$ cat src/port_override_params.svh
// constants for the port pin override block
`ifndef PORT_OVERRIDE_PARAMS_SVH
`define PORT_OVERRIDE_PARAMS_SVH

`define PORT_PINS 2
`define ADDR_W 12
`define ADDR_DIR 12'h000
`define ADDR_OUT 12'h004
`define ADDR_PIN 12'h008
`define ADDR_CTRL 12'h00C
`define ADDR_ACFG 12'h010
`define CTRL_PUD_BIT 0
`define ACFG_DID_LSB 0
`define ACFG_PCM_LSB 2
`define ACFG_PCE_BIT 4
`define ACFG_SEL_LSB 5
`define SEL_W 3
`define SEL_PIN1_GND 3'h1
`define SEL_PIN0_GND 3'h2
`define DIR_RST 2'h0
`define OUT_RST 2'h0
`define PUD_RST 1'h0
`define DID_RST 2'h0
`define PCM_RST 2'h0
`define PCE_RST 1'h0
`define SEL_RST 3'h0

`endif

$ cat src/port_override_pkg.sv
// types shared by the port pin override block
package port_override_pkg;
`include "port_override_params.svh"
    typedef logic [`PORT_PINS-1:0] pin_vec_t;
    typedef logic [`SEL_W-1:0] channel_sel_t;
    typedef logic [`ADDR_W-1:0] apb_addr_t;
    typedef logic [31:0] word_t;
endpackage : port_override_pkg

$ cat src/port_pin_alternate_override.sv
// port A pin control with alternate-function overrides behind an APB slave
//
// Design decisions made here: the APB slave port and the address map.
`include "port_override_params.svh"
module port_pin_alternate_override (
    input wire logic pclk,
    input wire logic presetn,
    input wire port_override_pkg::apb_addr_t paddr,
    input wire logic psel,
    input wire logic penable,
    input wire logic pwrite,
    input wire port_override_pkg::word_t pwdata,
    output port_override_pkg::word_t prdata,
    output logic pready,
    output logic pslverr,
    input wire logic sleep,
    input wire port_override_pkg::pin_vec_t ext_irq_enable,
    input wire port_override_pkg::pin_vec_t port_toggle_override_enable,
    input wire port_override_pkg::pin_vec_t pad_in,
    output port_override_pkg::pin_vec_t pad_out,
    output port_override_pkg::pin_vec_t pad_oe,
    output port_override_pkg::pin_vec_t pullup_enable,
    output port_override_pkg::pin_vec_t pin_input_to_function,
    output port_override_pkg::pin_vec_t analog_pad_path
);
    import port_override_pkg::*;

    pin_vec_t direction_bit;
    pin_vec_t output_value_bit;
    logic global_pullup_disable;
    pin_vec_t pin_input_disable;
    pin_vec_t pin_change_mask;
    logic pin_change_group_enable;
    channel_sel_t voltage_converter_channel_select;
    pin_vec_t pin_sample_bit;
    pin_vec_t next_output_value_bit;
    pin_vec_t toggle_mask;
    pin_vec_t sw_toggle;
    word_t read_word;
    logic setup;
    logic access;
    logic wr;
    logic hit_dir;
    logic hit_out;
    logic hit_pin;
    logic hit_ctrl;
    logic hit_acfg;
    logic mapped;

    // analog path taps the pad with no gate in between
    assign analog_pad_path = pad_in;

    // one wait state: pready rises for the cycle after setup only
    assign setup = psel & ~penable;
    assign access = psel & penable & pready;
    assign wr = access & pwrite;
    assign hit_dir = paddr == `ADDR_DIR;
    assign hit_out = paddr == `ADDR_OUT;
    assign hit_pin = paddr == `ADDR_PIN;
    assign hit_ctrl = paddr == `ADDR_CTRL;
    assign hit_acfg = paddr == `ADDR_ACFG;
    assign mapped = hit_dir | hit_out | hit_pin | hit_ctrl | hit_acfg;

    assign read_word = hit_dir ? {30'h0, direction_bit}
        : hit_out ? {30'h0, output_value_bit}
        : hit_pin ? {30'h0, pin_sample_bit}
        : hit_ctrl ? {31'h0, global_pullup_disable}
        : hit_acfg ? {24'h0, voltage_converter_channel_select,
            pin_change_group_enable, pin_change_mask, pin_input_disable}
        : 32'h0;

    // both toggle sources in one cycle invert the bit once, not twice
    assign sw_toggle = (wr & hit_pin) ? pwdata[1:0] : 2'h0;
    assign toggle_mask = sw_toggle | port_toggle_override_enable;
    assign next_output_value_bit =
        ((wr & hit_out) ? pwdata[1:0] : output_value_bit) ^ toggle_mask;

    always_ff @(posedge pclk or negedge presetn) begin
        if (!presetn) begin
            pready <= 1'b0;
            pslverr <= 1'b0;
            prdata <= 32'h0;
        end else begin
            pready <= setup;
            pslverr <= setup & ~mapped;
            if (setup) begin
                prdata <= pwrite ? 32'h0 : read_word;
            end
        end
    end

    // reset leaves every pin a Hi-Z input with no override in force
    always_ff @(posedge pclk or negedge presetn) begin
        if (!presetn) begin
            direction_bit <= `DIR_RST;
            output_value_bit <= `OUT_RST;
        end else begin
            output_value_bit <= next_output_value_bit;
            if (wr & hit_dir) begin
                direction_bit <= pwdata[1:0];
            end
        end
    end

    always_ff @(posedge pclk or negedge presetn) begin
        if (!presetn) begin
            global_pullup_disable <= `PUD_RST;
            pin_input_disable <= `DID_RST;
            pin_change_mask <= `PCM_RST;
            pin_change_group_enable <= `PCE_RST;
            voltage_converter_channel_select <= `SEL_RST;
        end else if (wr & hit_ctrl) begin
            global_pullup_disable <= pwdata[`CTRL_PUD_BIT];
        end else if (wr & hit_acfg) begin
            pin_input_disable <= pwdata[`ACFG_DID_LSB +: 2];
            pin_change_mask <= pwdata[`ACFG_PCM_LSB +: 2];
            pin_change_group_enable <= pwdata[`ACFG_PCE_BIT];
            voltage_converter_channel_select <= pwdata[`ACFG_SEL_LSB +: 3];
        end
    end

    genvar i;
    generate
        for (i = 0; i < `PORT_PINS; i = i + 1) begin : g_pin
            logic gnd_sel;
            logic ie_ov_en;
            logic ie_ov_val;
            // channel code picks the pin that becomes signal ground
            assign gnd_sel = voltage_converter_channel_select ==
                ((i == 1) ? `SEL_PIN1_GND : `SEL_PIN0_GND);
            assign ie_ov_en = pin_input_disable[i]
                | (pin_change_mask[i] & pin_change_group_enable);
            assign ie_ov_val = ~pin_input_disable[i];

            // signal ground: driver on, value low; pull-up never overridden
            pin_override_cell u_cell (
                .pclk(pclk),
                .presetn(presetn),
                .sleep(sleep),
                .ext_irq_enable(ext_irq_enable[i]),
                .direction_bit(direction_bit[i]),
                .output_value_bit(output_value_bit[i]),
                .global_pullup_disable(global_pullup_disable),
                .pullup_override_enable(1'b0),
                .pullup_override_value(1'b0),
                .direction_override_enable(gnd_sel),
                .direction_override_value(1'b1),
                .port_value_override_enable(gnd_sel),
                .port_value_override_value(1'b0),
                .input_enable_override_enable(ie_ov_en),
                .input_enable_override_value(ie_ov_val),
                .pad_in(pad_in[i]),
                .pad_out(pad_out[i]),
                .pad_oe(pad_oe[i]),
                .pullup_enable(pullup_enable[i]),
                .pin_input_to_function(pin_input_to_function[i]),
                .pin_sample_bit(pin_sample_bit[i])
            );
        end
    endgenerate
endmodule : port_pin_alternate_override

$ cat src/pin_override_cell.sv
// one pad: override selection, sleep clamp and input synchroniser
module pin_override_cell (
    input wire logic pclk,
    input wire logic presetn,
    input wire logic sleep,
    input wire logic ext_irq_enable,
    input wire logic direction_bit,
    input wire logic output_value_bit,
    input wire logic global_pullup_disable,
    input wire logic pullup_override_enable,
    input wire logic pullup_override_value,
    input wire logic direction_override_enable,
    input wire logic direction_override_value,
    input wire logic port_value_override_enable,
    input wire logic port_value_override_value,
    input wire logic input_enable_override_enable,
    input wire logic input_enable_override_value,
    input wire logic pad_in,
    output logic pad_out,
    output logic pad_oe,
    output logic pullup_enable,
    output logic pin_input_to_function,
    output logic pin_sample_bit
);
    logic pu_plain;
    logic pu_pick;
    logic drive_en;
    logic sleep_clamp;
    logic input_en;
    logic sync_latch;

    // pad path is pure logic so overrides reach the pad in the same cycle
    assign pu_plain = ~direction_bit & output_value_bit
        & ~global_pullup_disable;
    assign pu_pick = pullup_override_enable ? pullup_override_value
        : pu_plain;
    // reset removes pull-ups and drivers even with no clock running
    assign pullup_enable = presetn & pu_pick;
    assign drive_en = direction_override_enable ? direction_override_value
        : direction_bit;
    assign pad_oe = presetn & drive_en;
    assign pad_out = drive_en & (port_value_override_enable
        ? port_value_override_value : output_value_bit);
    assign sleep_clamp = sleep & ~ext_irq_enable;
    assign input_en = input_enable_override_enable
        ? input_enable_override_value : ~sleep_clamp;
    // clamp to ground ahead of the trigger; release on wake can raise
    // an edge on a high pin, which interrupt logic will then see
    assign pin_input_to_function = pad_in & input_en;

    // latch closes on the falling edge, register takes it on the next rise
    always_ff @(negedge pclk or negedge presetn) begin
        if (!presetn) begin
            sync_latch <= 1'b0;
        end else begin
            sync_latch <= pin_input_to_function;
        end
    end

    always_ff @(posedge pclk or negedge presetn) begin
        if (!presetn) begin
            pin_sample_bit <= 1'b0;
        end else begin
            pin_sample_bit <= sync_latch;
        end
    end
endmodule : pin_override_cell

$ cat config.mk
export PLATFORM = sky130hd
export DESIGN_NAME = port_pin_alternate_override
export DESIGN_NICKNAME = d
export VERILOG_FILES = /design/src/port_override_pkg.sv /design/src/port_pin_alternate_override.sv /design/src/pin_override_cell.sv
export VERILOG_INCLUDE_DIRS = /design/src
export SDC_FILE = /design/constraint.sdc
export NUM_CORES = 1
export LEC_CHECK = 0
export ABC_AREA = 1
export BUFFER_PORTS_ARGS = -buffer_cell sky130_fd_sc_hd__buf_2
export CAP_MARGIN = 20
export CORE_MARGIN = 5
export CORE_UTILIZATION = 48
export DETAILED_ROUTE_END_ITERATION = 16
export GPL_TIMING_DRIVEN = 0
export PLACE_DENSITY = 0.95
export SYNTH_ARGS = -nofsm -noshare
export SYNTH_HDL_FRONTEND = slang
export SYNTH_SLANG_ARGS = --single-unit
$ cat constraint.sdc
create_clock -name pclk -period 2.7 [get_ports pclk]
set_input_delay 0.675 -clock pclk [delete_from_list [all_inputs] [get_ports pclk]]
set_output_delay 0.675 -clock pclk [all_outputs]
set_load 0.01 [all_outputs]
==> results.tsv <==
metric	value	unit
status	finished, final reports clean	
mux contribution to synthesized area	0	
post_cts resized	0	
largest family of logic cells by synthesized area	simple AND/OR/NAND/NOR gates	
First-pass DRT Iterations	4	
crit-path max FO	29	
slowest CP cell	buf_2	
# setup viols final	0	
Final Hold Fails	0	
Yosys reg bits	27	
crit-path most repeated cell	buf_2	
leakage power	0.00134	uW
Tcrit/Tclk final	0.894	
Clk Latency, worst-skew pair	280	ps
Hold Slack	400	ps
Final Skew	11.8	ps
area post-placement	2180	sq um
Synth Warn #	0	
Worst setup EP type	output port	
Initial Util	0.491	
final setup margin	287	ps
Synth Area in Compound Gates	0.0898	
delay-heaviest family, CP	buffers and inverters	
drt drc	0	
fmax	0.414	GHz
post-synthesis cell area	1780	sq um
drt first-iter violations	75	
number of synthesized flops with an enable pin	0	
post-synthesis adder-cell area fraction	0	
Total GRT Usage	0.156	
fin area	2230	sq um
Synth async-reset ratio	1.00	
CTS max path bufs	2	
Slew Viols, Final	0	
Yosys cell types	28	
Worst path max stage delay	490	ps
Clock Tree Root	clkbuf_8	
Via Count	1533	
worst endpoint required time	2030	ps
total CTS buffers	3	
RSZ-0062 raised after global routing	false	
grt ovf	0	
share of cells above drive strength 1	0.401	
worst slew pin tran	616	ps
multi-input logic area	762	sq um
post-place setup slack	157	ps
IO buf count	51	
post-synth top area share	0.351	
Seq/Total Area, Yosys	0.379	
syn avg cell area	7.96	sq um
Synth area leaders	dfrtp_1 35%, buf_4 14%, nand2_1 11%	
via/cell ratio	4.38	
Synth Area in Simple Gates	0.287	
CP Class	input pin to output port	
min cycle time layout	2410	ps
Synth Area in XOR/XNOR	0	
Post-Synthesis Cells	224	
PwrDens	357	nW/um^2
Die Y	70.9	microns
CP bufs+invs	3	
Fin Setup TNS	0	ps
WP data arrival	1740	ps
hold crit path type	input pin to async pin	
first-pass GRT wire length	6430	microns
routability-driven placement congestion ratio	0.872	
synth cell count leaders	50 x nand2_1, 34 x buf_4, 34 x inv_1	
clock slew at reported path FFs	100	ps
Slew HR	0.590	
DP HPWL	3210	microns
core box area	3630	sq um
Die W	70.9	microns
vias in the first global route	1490	
die area	5030	sq um
Area Overhead vs Synth	25.1	%
# diodes	0	
peak supply drop	0.187	mV
CTS Sinks	27	
top_reg_cell synth	dfrtp_1	
TritonCTS clock tree	yes	
CP cell instances	buf_2 > nand2_1 > nor3_1 > buf_4 > buf_2	
Max Cap Viol	0	
drt total wl	3900	microns
startpoint types	input pin	
number of H-tree levels	1	
Rows	22	
FILL cells	353	
area leader, netlist	dfrtp_1	
Final Net Count	359	
Storage cell area	676	sq um
Hold-fix buffers, CTS	0	
initial antenna violation count	0	
IO Pins	100	
postcts setup bufs	0	
most frequent cell after synthesis	nand2_1	
WL/cell	11.1	microns
post-route ant nets	0	
largest net degree at the start of global routing	30	
## worst register-to-register path, delay by kind of cell, from the launching register on
kind               cells  cell delay (ps)
AOI/OAI and AO/OA      1              310
and+or+nand+nor        1               80
DFF                    1              420
## power by group
part	switching [uW]	leakage, uW	internal [uW]
Sequential	6.13	0.000359	414
Combinational	82.5	0.000950	61.9
Clock	127	0.0000255	103
## layer usage
layer  GRT usage  wire length, microns  vias to the layer above
met2       0.271                  1970                       60
li1            -                     -                      796
met5           0                     0                        -
met3      0.0355                   304                        7
met1       0.199                  1590                      670
met4      0.0334                    35                        0
## cell type report
cell class / instances / share of cell area
Multi-Input combinational cell: 144 / 0.342
Sequential cell: 27 / 0.303
Buffer: 36 / 0.125
Timing Repair Buffer: 51 / 0.114
Inverter: 40 / 0.0690
Tap cell: 48 / 0.0269
Clock buffer: 3 / 0.0185
Clock inverter: 1 / 0.00224
## final timing paths
| check | startpoint | endpoint | slack [ps] | cells after the start |
|---|---|---|---|---|
| worst max-delay path | presetn | pullup_enable[1] | 290 | 5 |
| worst min-delay path | presetn | prdata[1] | 400 | 1 |
| worst max register to register | pin_change_group_enable | g_pin[1].u_cell.sync_latch | 520 | 2 |
| worst min register to register | prdata[0] | prdata[0] | 490 | 2 |
| max in group asynchronous | presetn | g_pin[1].u_cell.sync_latch | 630 | 1 |
| min in group pclk | prdata[0] | prdata[0] | 490 | 2 |
## state kept, by name, summed over array words and instances (netlist names)
signal,cells
prdata,8
voltage_converter_channel_select,3
direction_bit,2
g_pin.u_cell.pin_sample_bit,2
g_pin.u_cell.sync_latch,2
output_value_bit,2
pin_change_mask,2
pin_input_disable,2
global_pullup_disable,1
pin_change_group_enable,1
pready,1
pslverr,1
## metrics by stage
step           std cells   util  power, uW
5_1_grt              350  0.614        831
6_report             350  0.614        795
2_1_floorplan        247      -        519
3_3_place_gp         346  0.601        567
4_1_cts              350  0.614        795
3_5_place_dp         346  0.601        570
## layout by cell type, fill, tap and decap left out, types with 2 or more instances in the layout
master / count
nor2_2: 2
nand2_2: 3
nand2_1: 50
a21oi_1: 3
o21ai_1: 7
buf_2: 51
o211ai_1: 2
a311oi_1: 2
nor2_4: 6
nand4_1: 5
nor3_1: 2
inv_2: 4
nor2_1: 9
buf_4: 34
o21ai_2: 8
nand3_1: 15
conb_1: 24
inv_1: 34
clkbuf_8: 3
buf_6: 2
clkinv_2: 2
dfrtn_1: 2
dfrtp_1: 25
## logic make-up (layout without fill, tap and decap cells)
| group | after synthesis | after routing |
|---|---|---|
| and+or+nand+nor | 97 | 97 |
| buffers and inverters | 76 | 131 |
| DFF | 27 | 27 |
| AOI/OAI and AO/OA | 23 | 23 |
| other | 1 | 24 |
No activity file was read; power rests on OpenSTA's default activity.
